[config.mk]
export PLATFORM = sky130hd
export DESIGN_NAME = adc_sequencer
export DESIGN_NICKNAME = d
export VERILOG_FILES = /design/src/common/adc_seq_pkg.sv /design/src/core/adc_sequencer.sv
export SDC_FILE = /design/constraint.sdc
export NUM_CORES = 1
export LEC_CHECK = 0
export BUFFER_PORTS_ARGS = -buffer_cell sky130_fd_sc_hd__buf_2
export CELL_PAD_IN_SITES_DETAIL_PLACEMENT = 1
export CELL_PAD_IN_SITES_GLOBAL_PLACEMENT = 1
export CORE_AREA = 3 3 218 199
export CTS_CLUSTER_DIAMETER = 200
export DETAILED_ROUTE_END_ITERATION = 6
export DIE_AREA = 0 0 221 202
export PLACE_DENSITY = 0.74
export SYNTH_ARGS = -nofsm -noshare
export SYNTH_HDL_FRONTEND = slang
export SYNTH_SLANG_ARGS = --single-unit
[constraint.sdc]
create_clock -name i_ref_clk -period 4.3 [get_ports i_ref_clk]
set_clock_uncertainty 0.1 [all_clocks]
set_input_delay 0.645 -clock i_ref_clk [delete_from_list [all_inputs] [get_ports i_ref_clk]]
set_output_delay 0.645 -clock i_ref_clk [all_outputs]
set_load 0.02 [all_outputs]
[src/common/adc_seq_pkg.sv]
// What this block does
// - converter clocked near 1.33 MHz, 10-bit results
// - 4-bit code picks one of sixteen inputs
// - sequence done sets flag, mask gates irq
// - enable before trigger; disabled means low power
// - first conversion waits sync plus pre-delay
// - inter-conversion wait is code times 40 us
// - post-sequence wait only in loop mode
// - delays reset zero, loop mode off
// - slots 0 through stop index, eight max
// - loop mode restarts at slot 0
// - freeze blocks general-sequence result updates in loop mode
// - results stored per slot, four registers
// - backup cell read at two thirds scale
// - pen touch sets flag and unmasked irq
// - pen sense only while touch disabled
// - touch bias on only for touch operation
// - coordinates span 0 to 1023 plate edges
// - X bias X plate, Y bias Y plate
// - contact: current into Y-a, ground X-b
// - touch slots 0 through touch stop index
// - touch action 00 dummy, 01 X, 10 Y
// - touch sequence preempts general sequence
// - dummy conversion result reads zero
// - touch sequence done raises its flag
`default_nettype none
package adc_seq_pkg;
  localparam logic [7:0] OFF_CTRL = 8'h00;
  localparam logic [7:0] OFF_DELAY = 8'h04;
  localparam logic [7:0] OFF_CHSEL = 8'h08;
  localparam logic [7:0] OFF_TSEL = 8'h0C;
  localparam logic [7:0] OFF_STATUS = 8'h10;
  localparam logic [7:0] OFF_MASK = 8'h14;
  localparam logic [7:0] OFF_RESULT0 = 8'h18;
  localparam int NUM_RESULT_REGS = 4;
  // control register fields
  localparam int CTRL_ENABLE = 0;
  localparam int CTRL_TRIGGER = 1;
  localparam int CTRL_LOOP = 2;
  localparam int CTRL_FREEZE = 3;
  localparam int CTRL_LAST_LSB = 4;
  localparam int CTRL_TOUCH_EN = 7;
  localparam int CTRL_PEN_EN = 8;
  localparam int CTRL_TOUCH_TRIG = 9;
  localparam int CTRL_TLAST_LSB = 10;
  // status / mask bits
  localparam int ST_SEQ_DONE = 0;
  localparam int ST_TOUCH_DONE = 1;
  localparam int ST_PEN = 2;
  localparam int ST_BUSY = 8;
  localparam int ST_TOUCH_ACT = 9;
  localparam logic [2:0] MASK_RESET = 3'h0;
  localparam logic [3:0] DELAY_RESET = 4'h0;
  localparam logic [1:0] RESP_OKAY = 2'h0;
  localparam logic [1:0] RESP_SLVERR = 2'h2;
  // timing
  localparam int CLK_HZ = 40_000_000;
  localparam int CONV_HZ = 1_333_333;
  localparam int CONV_DIV = CLK_HZ / CONV_HZ;
  localparam int SYNC_US = 30;
  localparam int SYNC_CYCLES = SYNC_US * (CLK_HZ / 1_000_000);
  localparam int STEP_US = 40;
  localparam int STEP_CYCLES = STEP_US * (CLK_HZ / 1_000_000);
  // channel codes
  localparam logic [3:0] CH_DIE_TEMP = 4'h3;
  localparam logic [3:0] CH_BACKUP_CELL = 4'h8;
  localparam logic [3:0] CH_X_PLATE_A = 4'hC;
  localparam logic [3:0] CH_X_PLATE_B = 4'hD;
  localparam logic [3:0] CH_Y_PLATE_A = 4'hE;
  localparam logic [3:0] CH_Y_PLATE_B = 4'hF;
  localparam logic [1:0] TACT_DUMMY = 2'h0;
  localparam logic [1:0] TACT_X = 2'h1;
  localparam logic [1:0] TACT_Y = 2'h2;
  localparam logic [1:0] TACT_CONTACT = 2'h3;

  typedef struct packed {
    logic bias_x;       // bias across x terminals a/b
    logic bias_y;       // bias across y terminals a/b
    logic current_y_a;  // known current into y terminal a
    logic ground_x_b;   // x terminal b grounded
    logic differential; // sense y_b minus x_a
  } plate_drive_s;

  typedef struct packed {
    logic start;          // one-cycle conversion request
    logic [3:0] channel;  // input selected
    logic power;          // converter out of low power
  } conv_req_s;
endpackage
`default_nettype wire

[src/core/adc_sequencer.sv]
// Register access over AXI4-Lite and the register offsets were chosen for this implementation.
`default_nettype none
module adc_sequencer
  import adc_seq_pkg::*;
#(
  parameter int SLOTS = 8,
  parameter int RES_W = 10
) (
  input wire logic i_ref_clk, // 40 MHz
  input wire logic i_rst_b, // sync reset, active low
  input wire logic [7:0] s_axi_awaddr, // write address
  input wire logic s_axi_awvalid, // write address valid
  output logic s_axi_awready, // write address ready
  input wire logic [31:0] s_axi_wdata, // write data
  input wire logic [3:0] s_axi_wstrb, // byte enables
  input wire logic s_axi_wvalid, // write data valid
  output logic s_axi_wready, // write data ready
  output logic [1:0] s_axi_bresp, // write response
  output logic s_axi_bvalid, // write response valid
  input wire logic s_axi_bready, // write response ready
  input wire logic [7:0] s_axi_araddr, // read address
  input wire logic s_axi_arvalid, // read address valid
  output logic s_axi_arready, // read address ready
  output logic [31:0] s_axi_rdata, // read data
  output logic [1:0] s_axi_rresp, // read response
  output logic s_axi_rvalid, // read valid
  input wire logic s_axi_rready, // read ready
  output conv_req_s o_conv, // to converter core
  output logic o_conv_clk_en, // converter clock enable pulse
  input wire logic i_conv_done, // converter finished, async
  input wire logic [RES_W-1:0] i_conv_data, // stable once done seen
  input wire logic i_pen_touch, // pen comparator, async
  output logic o_pen_bias, // pen detect bias on
  output logic o_touch_bias_supply, // touch reference regulator on
  output plate_drive_s o_plate, // plate switch controls
  output logic o_irq // interrupt, active high
);
  localparam int SW = $clog2(SLOTS);
  localparam int DW = 16;
  localparam int DIV_W = 5;

  typedef enum logic [2:0] {S_IDLE, S_SYNC, S_PRE, S_START, S_WAIT, S_GAP, S_POST} state_e;

  function automatic logic [31:0] apply_strobe(input logic [31:0] old_v,
                                               input logic [31:0] new_v,
                                               input logic [3:0] strb);
    logic [31:0] r;
    r = old_v;
    for (int b = 0; b < 4; b++) begin
      if (strb[b]) begin
        r[8*b +: 8] = new_v[8*b +: 8];
      end
    end
    return r;
  endfunction

  function automatic logic [DW-1:0] step_delay(input logic [3:0] code);
    return DW'(code) * DW'(STEP_CYCLES);
  endfunction

  // registers
  logic converter_enable, loop_mode, result_freeze, touch_enable, pen_sense_enable;
  logic [SW-1:0] last_slot_index, touch_last_slot;
  logic [3:0] pre_conversion_wait, inter_conversion_wait, post_sequence_wait;
  logic [3:0] slot_channel_select [SLOTS];
  logic [1:0] touch_slot_action [SLOTS];
  logic [RES_W-1:0] conversion_result_slot [SLOTS];
  logic [RES_W-1:0] pending [SLOTS];
  logic sequence_complete_irq, touch_sequence_done_irq, pen_touch_flag;
  logic [2:0] irq_mask;

  // axi holding state
  logic aw_held, w_held;
  logic [7:0] aw_addr;
  logic [31:0] w_data;
  logic [3:0] w_strb;
  logic do_write;
  logic [31:0] wr_val;
  logic [7:0] wr_addr;

  // sequencer state
  state_e state;
  logic touch_run;
  logic [SW-1:0] slot;
  logic [DW-1:0] wait_cnt;
  logic [DIV_W-1:0] div_cnt;
  logic done_m, done_s, done_d;
  logic pen_m, pen_s;
  logic seq_trig, touch_trig;
  logic seq_end_pulse, touch_end_pulse;
  logic [SW-1:0] stop_slot;
  logic last_slot;
  logic [1:0] cur_action;

  // write channel: address and data may arrive in either order
  assign s_axi_awready = !aw_held;
  assign s_axi_wready = !w_held;
  assign do_write = aw_held && w_held && !s_axi_bvalid;
  assign wr_addr = aw_addr;
  assign wr_val = w_data;

  always_ff @(posedge i_ref_clk) begin
    if (!i_rst_b) begin
      aw_held <= 1'b0;
      w_held <= 1'b0;
      aw_addr <= 8'h00;
      w_data <= 32'h0000_0000;
      w_strb <= 4'h0;
      s_axi_bvalid <= 1'b0;
      s_axi_bresp <= RESP_OKAY;
    end else begin
      if (s_axi_awvalid && !aw_held) begin
        aw_held <= 1'b1;
        aw_addr <= s_axi_awaddr;
      end
      if (s_axi_wvalid && !w_held) begin
        w_held <= 1'b1;
        w_data <= s_axi_wdata;
        w_strb <= s_axi_wstrb;
      end
      if (do_write) begin
        aw_held <= 1'b0;
        w_held <= 1'b0;
        s_axi_bvalid <= 1'b1;
        s_axi_bresp <= (aw_addr[1:0] == 2'h0 && aw_addr <= OFF_MASK) ? RESP_OKAY : RESP_SLVERR;
      end else if (s_axi_bvalid && s_axi_bready) begin
        s_axi_bvalid <= 1'b0;
      end
    end
  end

  // control register
  logic [31:0] ctrl_now, ctrl_new;
  assign ctrl_now = {19'h0, touch_last_slot, 1'b0, pen_sense_enable, touch_enable,
                     last_slot_index, result_freeze, loop_mode, 1'b0, converter_enable};
  assign ctrl_new = apply_strobe(ctrl_now, wr_val, w_strb);
  logic [31:0] delay_now, delay_new;
  assign delay_now = {20'h0, post_sequence_wait, inter_conversion_wait, pre_conversion_wait};
  assign delay_new = apply_strobe(delay_now, wr_val, w_strb);

  always_ff @(posedge i_ref_clk) begin
    if (!i_rst_b) begin
      converter_enable <= 1'b0;
      loop_mode <= 1'b0;
      result_freeze <= 1'b0;
      last_slot_index <= '0;
      touch_enable <= 1'b0;
      pen_sense_enable <= 1'b0;
      touch_last_slot <= '0;
      seq_trig <= 1'b0;
      touch_trig <= 1'b0;
    end else begin
      seq_trig <= 1'b0;
      touch_trig <= 1'b0;
      if (do_write && wr_addr == OFF_CTRL) begin
        converter_enable <= ctrl_new[CTRL_ENABLE];
        loop_mode <= ctrl_new[CTRL_LOOP];
        result_freeze <= ctrl_new[CTRL_FREEZE];
        last_slot_index <= ctrl_new[CTRL_LAST_LSB +: SW];
        touch_enable <= ctrl_new[CTRL_TOUCH_EN];
        pen_sense_enable <= ctrl_new[CTRL_PEN_EN];
        touch_last_slot <= ctrl_new[CTRL_TLAST_LSB +: SW];
        // trigger bits self-clear: a single start pulse
        seq_trig <= ctrl_new[CTRL_TRIGGER];
        touch_trig <= ctrl_new[CTRL_TOUCH_TRIG];
      end
    end
  end

  // delay and selection registers
  always_ff @(posedge i_ref_clk) begin
    if (!i_rst_b) begin
      pre_conversion_wait <= DELAY_RESET;
      inter_conversion_wait <= DELAY_RESET;
      post_sequence_wait <= DELAY_RESET;
      for (int i = 0; i < SLOTS; i++) begin
        slot_channel_select[i] <= 4'h0;
        touch_slot_action[i] <= 2'h0;
      end
      irq_mask <= MASK_RESET;
    end else if (do_write) begin
      if (wr_addr == OFF_DELAY) begin
        {post_sequence_wait, inter_conversion_wait, pre_conversion_wait} <= delay_new[11:0];
      end
      if (wr_addr == OFF_CHSEL) begin
        for (int i = 0; i < SLOTS; i++) begin
          if (w_strb[i/2]) begin
            slot_channel_select[i] <= wr_val[4*i +: 4];
          end
        end
      end
      if (wr_addr == OFF_TSEL) begin
        for (int i = 0; i < SLOTS; i++) begin
          if (w_strb[i/4]) begin
            touch_slot_action[i] <= wr_val[2*i +: 2];
          end
        end
      end
      if (wr_addr == OFF_MASK && w_strb[0]) begin
        irq_mask <= wr_val[2:0];
      end
    end
  end

  // read channel, one cycle after the address is taken
  logic [31:0] rd_val;
  logic rd_ok;
  always_comb begin
    rd_val = 32'h0000_0000;
    rd_ok = 1'b1;
    case (s_axi_araddr)
      OFF_CTRL: rd_val = ctrl_now;
      OFF_DELAY: rd_val = delay_now;
      OFF_CHSEL: for (int i = 0; i < SLOTS; i++) rd_val[4*i +: 4] = slot_channel_select[i];
      OFF_TSEL: for (int i = 0; i < SLOTS; i++) rd_val[2*i +: 2] = touch_slot_action[i];
      OFF_STATUS: begin
        rd_val[ST_SEQ_DONE] = sequence_complete_irq;
        rd_val[ST_TOUCH_DONE] = touch_sequence_done_irq;
        rd_val[ST_PEN] = pen_touch_flag;
        rd_val[ST_BUSY] = (state != S_IDLE);
        rd_val[ST_TOUCH_ACT] = touch_run;
      end
      OFF_MASK: rd_val = {29'h0, irq_mask};
      default: begin
        rd_ok = 1'b0;
        for (int r = 0; r < NUM_RESULT_REGS; r++) begin
          if (s_axi_araddr == OFF_RESULT0 + 8'(4 * r)) begin
            rd_ok = 1'b1;
            // two slots per register
            rd_val = {6'h0, conversion_result_slot[2*r+1], 6'h0, conversion_result_slot[2*r]};
          end
        end
      end
    endcase
  end

  assign s_axi_arready = !s_axi_rvalid;

  always_ff @(posedge i_ref_clk) begin
    if (!i_rst_b) begin
      s_axi_rvalid <= 1'b0;
      s_axi_rdata <= 32'h0000_0000;
      s_axi_rresp <= RESP_OKAY;
    end else if (s_axi_arvalid && !s_axi_rvalid) begin
      s_axi_rvalid <= 1'b1;
      s_axi_rdata <= rd_val;
      s_axi_rresp <= rd_ok ? RESP_OKAY : RESP_SLVERR;
    end else if (s_axi_rready) begin
      s_axi_rvalid <= 1'b0;
    end
  end

  // converter clock enable, 40 MHz / 30
  always_ff @(posedge i_ref_clk) begin
    if (!i_rst_b || !converter_enable) begin
      div_cnt <= '0;
      o_conv_clk_en <= 1'b0;
    end else begin
      o_conv_clk_en <= (div_cnt == DIV_W'(CONV_DIV - 1));
      div_cnt <= (div_cnt == DIV_W'(CONV_DIV - 1)) ? '0 : div_cnt + 1'b1;
    end
  end

  // synchronisers for analog-side signals
  always_ff @(posedge i_ref_clk) begin
    if (!i_rst_b) begin
      done_m <= 1'b0;
      done_s <= 1'b0;
      done_d <= 1'b0;
      pen_m <= 1'b0;
      pen_s <= 1'b0;
    end else begin
      done_m <= i_conv_done;
      done_s <= done_m;
      done_d <= done_s;
      pen_m <= i_pen_touch;
      pen_s <= pen_m;
    end
  end

  logic done_rise;
  assign done_rise = done_s && !done_d;
  assign stop_slot = touch_run ? touch_last_slot : last_slot_index;
  assign last_slot = (slot == stop_slot);
  assign cur_action = touch_slot_action[slot];

  // sequencer
  always_ff @(posedge i_ref_clk) begin
    if (!i_rst_b) begin
      state <= S_IDLE;
      touch_run <= 1'b0;
      slot <= '0;
      wait_cnt <= '0;
      seq_end_pulse <= 1'b0;
      touch_end_pulse <= 1'b0;
      o_conv.start <= 1'b0;
      o_conv.channel <= 4'h0;
      o_conv.power <= 1'b0;
      for (int i = 0; i < SLOTS; i++) pending[i] <= '0;
    end else begin
      seq_end_pulse <= 1'b0;
      touch_end_pulse <= 1'b0;
      o_conv.start <= 1'b0;
      o_conv.power <= converter_enable;
      if (!converter_enable) begin
        state <= S_IDLE;
        touch_run <= 1'b0;
      end else if (touch_trig && touch_enable && !touch_run) begin
        // touch preempts a general run; its data overwrites the results
        state <= S_SYNC;
        touch_run <= 1'b1;
        slot <= '0;
        wait_cnt <= DW'(SYNC_CYCLES - 1);
      end else begin
        case (state)
          S_IDLE: begin
            if (seq_trig) begin // ignored unless idle
              state <= S_SYNC;
              touch_run <= 1'b0;
              slot <= '0;
              wait_cnt <= DW'(SYNC_CYCLES - 1);
            end
          end
          S_SYNC: begin
            if (wait_cnt == '0) begin
              state <= S_PRE;
              wait_cnt <= step_delay(pre_conversion_wait);
            end else begin
              wait_cnt <= wait_cnt - 1'b1;
            end
          end
          S_PRE, S_GAP: begin
            if (wait_cnt == '0) begin
              state <= S_START;
            end else begin
              wait_cnt <= wait_cnt - 1'b1;
            end
          end
          S_START: begin
            if (touch_run && cur_action == TACT_DUMMY) begin
              pending[slot] <= '0; // no usable sample; reads zero
              state <= S_WAIT;
            end else begin
              o_conv.start <= 1'b1;
              state <= S_WAIT;
            end
            if (!touch_run) begin
              o_conv.channel <= slot_channel_select[slot];
            end else begin
              case (cur_action)
                TACT_X: o_conv.channel <= CH_Y_PLATE_A;
                TACT_Y: o_conv.channel <= CH_X_PLATE_A;
                TACT_CONTACT: o_conv.channel <= CH_Y_PLATE_B;
                default: o_conv.channel <= CH_X_PLATE_A;
              endcase
            end
          end
          S_WAIT: begin
            if (done_rise || (touch_run && cur_action == TACT_DUMMY)) begin
              if (!(touch_run && cur_action == TACT_DUMMY)) begin
                pending[slot] <= i_conv_data;
              end
              if (!last_slot) begin
                slot <= slot + 1'b1;
                state <= S_GAP;
                wait_cnt <= step_delay(inter_conversion_wait);
              end else begin
                slot <= '0;
                if (touch_run) begin
                  touch_end_pulse <= 1'b1;
                end else begin
                  seq_end_pulse <= 1'b1;
                end
                if (loop_mode && !touch_run) begin
                  state <= S_POST;
                  wait_cnt <= step_delay(post_sequence_wait);
                end else begin
                  state <= S_IDLE;
                  touch_run <= 1'b0;
                end
              end
            end
          end
          S_POST: begin
            if (wait_cnt == '0) begin
              state <= S_START;
            end else begin
              wait_cnt <= wait_cnt - 1'b1;
            end
          end
          default: state <= S_IDLE;
        endcase
      end
    end
  end

  // result copy at sequence end; freeze holds them in loop mode, but a touch run end still copies
  always_ff @(posedge i_ref_clk) begin
    if (!i_rst_b) begin
      for (int i = 0; i < SLOTS; i++) conversion_result_slot[i] <= '0;
    end else if (touch_end_pulse || (seq_end_pulse && !(loop_mode && result_freeze))) begin
      for (int i = 0; i < SLOTS; i++) begin
        conversion_result_slot[i] <= pending[i];
      end
    end
  end

  // sticky flags, set beats a simultaneous write-one clear
  logic [2:0] clr;
  assign clr = (do_write && wr_addr == OFF_STATUS && w_strb[0]) ? wr_val[2:0] : 3'h0;

  always_ff @(posedge i_ref_clk) begin
    if (!i_rst_b) begin
      sequence_complete_irq <= 1'b0;
      touch_sequence_done_irq <= 1'b0;
      pen_touch_flag <= 1'b0;
    end else begin
      sequence_complete_irq <= seq_end_pulse ||
                               (sequence_complete_irq && !clr[ST_SEQ_DONE]);
      touch_sequence_done_irq <= touch_end_pulse ||
                                 (touch_sequence_done_irq && !clr[ST_TOUCH_DONE]);
      pen_touch_flag <= (o_pen_bias && pen_s) || (pen_touch_flag && !clr[ST_PEN]);
    end
  end

  // pin-side controls
  always_ff @(posedge i_ref_clk) begin
    if (!i_rst_b) begin
      o_pen_bias <= 1'b0;
      o_touch_bias_supply <= 1'b0;
      o_plate <= '0;
      o_irq <= 1'b0;
    end else begin
      o_pen_bias <= pen_sense_enable && !touch_enable;
      o_touch_bias_supply <= touch_run && touch_enable;
      o_plate.bias_x <= touch_run && cur_action == TACT_X;
      o_plate.bias_y <= touch_run && cur_action == TACT_Y;
      o_plate.current_y_a <= touch_run && cur_action == TACT_CONTACT;
      o_plate.ground_x_b <= touch_run && cur_action == TACT_CONTACT;
      o_plate.differential <= touch_run && cur_action == TACT_CONTACT;
      o_irq <= (sequence_complete_irq && !irq_mask[ST_SEQ_DONE]) ||
               (touch_sequence_done_irq && !irq_mask[ST_TOUCH_DONE]) ||
               (pen_touch_flag && !irq_mask[ST_PEN]);
    end
  end
endmodule
`default_nettype wire

## Word level (Yosys, flattened, before mapping)

Memory sizes are Yosys's and may differ from the RTL's. A register that Yosys moved wholly into a read port is not among the register bits.
Index checks and enable logic that the tools add are counted.

- Reduce and logical (&&, ||, !) cells: 89
- Multiply operators: 3
- Add/subtract/negate cells: 3
- Equality and inequality tests: 37
- Muxes and demuxes: 130
- Bitwise gates (word level): 32
- Magnitude comparators: 1

Operator list:

| operator | number |
|---|---|
| 16-bit two-way mux | 7 |
| 10-bit two-way mux | 10 |
| 32-bit two-way mux | 3 |
| 16-bit case mux with 4 select lines | 1 |
| 1-bit two-way mux | 63 |
| 3-bit two-way mux | 17 |
| 8-bit by 5-bit equality test with 1-bit output (second input constant) | 6 |
| 4-bit two-way mux | 9 |
| 8-bit by 4-bit equality test with 1-bit output (second input constant) | 4 |
| 16-bit case mux with 2 select lines | 1 |
| 1-bit logical AND | 30 |
| 6-bit case mux with 5 select lines | 1 |
| 4-bit by 5-bit multiplier with 9-bit output (second input constant) | 3 |
| 26-bit two-way mux | 1 |
| 1-bit OR | 25 |
| 5-bit case mux with 5 select lines | 1 |
| 2-bit two-way mux | 10 |
| 3-bit != test (second input constant) | 6 |
| 3-bit case mux with 6 select lines | 1 |
| 8-bit by 3-bit equality test with 1-bit output (second input constant) | 2 |
| 8-bit by 6-bit equality test with 1-bit output (second input constant) | 2 |
| 1-bit zero test | 16 |
| 16-bit zero test | 1 |
| 8-bit zero test | 2 |
| 38 further kinds | 73 |

- Register bits: 163
- Memories kept: 4
- Word-level logic and storage cells: 348
- Memory bits (writable): 208

Memories:

| memory | words | bits a word | rd ports | clocked after memory_dff | write ports | RTL line | text |
|---|---|---|---|---|---|---|---|
| conversion_result_slot | 8 | 10 | 8 | 0 | 8 | adc_sequencer.sv:67 | `logic [RES_W-1:0] conversion_result_slot [SLOTS];` |
| pending | 8 | 10 | 8 | 0 | 8 | adc_sequencer.sv:68 | `logic [RES_W-1:0] pending [SLOTS];` |
| slot_channel_select | 8 | 4 | 9 | 1 | 8 | adc_sequencer.sv:65 | `logic [3:0] slot_channel_select [SLOTS];` |
| touch_slot_action | 8 | 2 | 9 | 1 | 8 | adc_sequencer.sv:66 | `logic [1:0] touch_slot_action [SLOTS];` |

## Longest topological paths before layout

- Word-level depth: 12
- Mapped depth: 12

## Worst setup path before layout

Ideal clock, no wire load.

- Path kind: register to register
- Start point: register with a tool-made name
- End point: memory pending[4][0], enable pin
- Setup slack: 0.863 ns
- Data arrival time: 2.944 ns
- Stages on the path, launching flop included: 9
- Required time: 3.807 ns
- Path buffers: 1
- Path through: dfxtp_1 buf_1 mux4_2 mux2i_4 nand3_4 nor4b_1 o21bai_1 nand2_1 o31ai_1

RTL lines:

| item | RTL line |
|---|---|
| to (decl) | adc_sequencer.sv:68 |

==> impl_metrics.tcl <==
set metrics [dict create \
    run_status "complete, no violations" \
    grt_overflow 0 \
    synth_flop_cell "edfxtp_1" \
    relSlewSlack 0.221 \
    max_stage_delay_ns 0.59 \
    drt_iter0_markers 1095 \
    powerDensity_nw_per_um2 425 \
    drv_slew 0 \
    layout.nets 1768 \
    numCtsBuffers 41 \
    cp_max_fo 28 \
    setup.worst_path.class "flip-flop to flip-flop" \
    rows 71 \
    routed_wl_um 50400 \
    grt_max_degree 111 \
    synthCells 1559 \
    critPathArrivalTime_ns 3.86 \
    die_x_um 221 \
    final_hold_viol_count 0 \
    ys.warnings.count 0 \
    grt_pass1_vias 13100 \
    ant_nets 0 \
    cts_tree "built" \
    hold_slack_ns 0.191 \
    synthDistinctLibCells 61 \
    netlist.area_leader.share 0.379 \
    finalWorstPathRequiredPeriod_ns 3.49 \
    clk_pin_slew_ns 0.06 \
    io_pins 127 \
    ys_async_sr_fraction 0 \
    total_leakage_power_nw 7.23 \
    drive_above_1_share 0.151 \
    clock_latency_ns 0.57 \
    drc 0 \
    worst_slew_pin_slew_ns 1.16 \
    core_um2 41400 \
    syn2layout_area_growth_pct 16.4 \
    nFillCells 4589 \
    met1_usage 0.300 \
    cts_root_buf "clkbuf_16" \
    wl_per_cell_um 22.5 \
    avgViaCountPerCell 5.58 \
    hold_buffers 0 \
    dp_cells 2167 \
    postCtsResizedCells 0 \
    min-delay-path-class "input port to flip-flop" \
    yosysSeqAreaShare 0.579 \
    yosys.cell_count.top_type "edfxtp_1" \
    rsz0062_at_grt "false" \
    hpwl_um 35300 \
    drtPass1Iterations 5 \
    setup-tns-final_ns 0 \
    required_ns 4.67 \
    cts_setup_buffers 0 \
    clock-sinks 372 \
    crit_path_top_delay_cell "dfxtp_1" \
    start_kind "flip-flop" \
    endpoint_kind "flip-flop" \
    fin_crit_sh 0.811 \
    grt_usage 0.222 \
    crit_chain "mux4_2, mux2i_2, nand3_4, o211a_1, o41a_1, buf_4, or4b_1, a21oi_1" \
    htreeDepth 2 \
    setup_viol 0 \
    ys_top_cells_by_count "edfxtp_1 (208), nor2_1 (188), nand2_1 (177)" \
    place_congestion 0.878 \
    die_h_um 202 \
    ys_ff_latch 372 \
    synth_top_cell_by_area "edfxtp_1" \
    grtUsageMet3 0.0285 \
    worst_slack_ns 0.813 \
    grt_antenna_before_repair 2 \
    avgSynthCellArea_um2 10.6 \
    vias 12500 \
    place_ws_ns 0.844 \
    total_power_mw 8.15 \
    port-buffer-count 124 \
    ys_top_cells_by_area "edfxtp_1 (38%), dfxtp_1 (20%), and2_1 (5.2%), nor2_1 (4.3%), nand2_1 (4.0%)" \
    gr-max-usage-layer "met2" \
    cts_buffer_depth 3 \
    synth_edf_count 208 \
    syn_area_um2 16500 \
    grt_pass1_wl_um 77200 \
    max-cap-violations 0 \
    use_met2 0.371 \
    die-area_um2 44600 \
    ir_drop_mv 0.259 \
    max_freq_ghz 0.287 \
    finalNonFillerCells 2242 \
    start_util 0.398 \
]
==> area by class of cell <==
type / count / area (um^2) / share of cell area
flip-flops and latches: 372 / 9530 / 0.497
multi-input cells: 1067 / 6490 / 0.339
clock buffers: 55 / 1250 / 0.0651
repair buffers: 159 / 896 / 0.0467
well taps: 547 / 684 / 0.0357
clock inverters: 18 / 230 / 0.0120
inverters: 22 / 83.8 / 0.00437
diodes: 2 / 5.00 / 0.000261
==> layer usage <==
metal  wire (um)  share of wire  up-vias
met3        3000          0.059       94
li1            -              -     5743
met5           0              0        -
met1       22000           0.44     6277
met2       23800           0.47      402
met4        1580          0.031        0
==> placed cells by master, fill, tap and decap left out, drive strengths merged, types with 14 or more instances in the layout <==
cell type and n:
edfxtp 208, nor2 188, nand2 177, dfxtp 164, buf 159, and2 137
a21oi 111, o21ai 67, mux2i 66, clkbuf 55, ha 31, nor3 31
nand2b 24, inv 24, nand3 22, a211oi 18, a22oi 14
==> stage by stage <==
stage | cell area, um^2 | util
CTS | 19200 | 0.463
detailed placement | 17700 | 0.427
finish | 19200 | 0.463
floorplan | 16500 | -
global placement | 17700 | 0.427
global route | 19200 | 0.463
==> registers in the layout, summed over array words and instances (netlist names), 4 cells and up, named ones only <==
signal                  count
aw_addr                     8
conversion_result_slot     80
div_cnt                     5
inter_conversion_wait       4
o_conv                      6
pending                    80
post_sequence_wait          4
pre_conversion_wait         4
s_axi_rdata                32
slot_channel_select        32
touch_slot_action          16
w_data                     32
w_strb                      4
wait_cnt                   16
==> logic make-up (layout without fill, tap and decap cells) <==
family / count (synthesis) / in the layout / synth area share
simple gates: 639 / 639 / 0.186
flops: 372 / 372 / 0.579
compound gates: 294 / 294 / 0.110
buf+inv: 121 / 254 / 0.0295
mux: 79 / 79 / 0.0582
fa+ha+maj: 34 / 34 / 0.0272
xor+xnor: 19 / 19 / 0.0101
other cells: 1 / 4 / 0.000228
==> path summary, 6_finish.rpt <==
path	from	end	slack [ns]	cells past startpoint
worst min register to register	done_m$_SDFF_PN0_	done_s$_SDFF_PN0_	0.34	1
worst max register to register	flip-flop	wait_cnt[15]$_SDFFE_PN0P_	0.81	8
worst min-delay path	s_axi_rready	s_axi_rvalid$_SDFFE_PN0P_	0.19	2
worst max-delay path	flip-flop	wait_cnt[15]$_SDFFE_PN0P_	0.81	8
==> report_power, final <==
part           switching [mW]  internal, mW  leakage (nW)
sequential             0.0790          3.87          3.48
combinational           0.275         0.131          3.02
clock                    1.50          2.30         0.727
total                    1.85          6.30          7.23
==> worst max-delay path, delay by kind of cell (launching register included) <==
family,cells,cell delay (ns)
flops,1,0.59
mux,2,0.91
simple gates,2,0.68
buf+inv,1,0.23
compound gates,3,0.88
No activity file was read; power rests on OpenSTA's default activity.
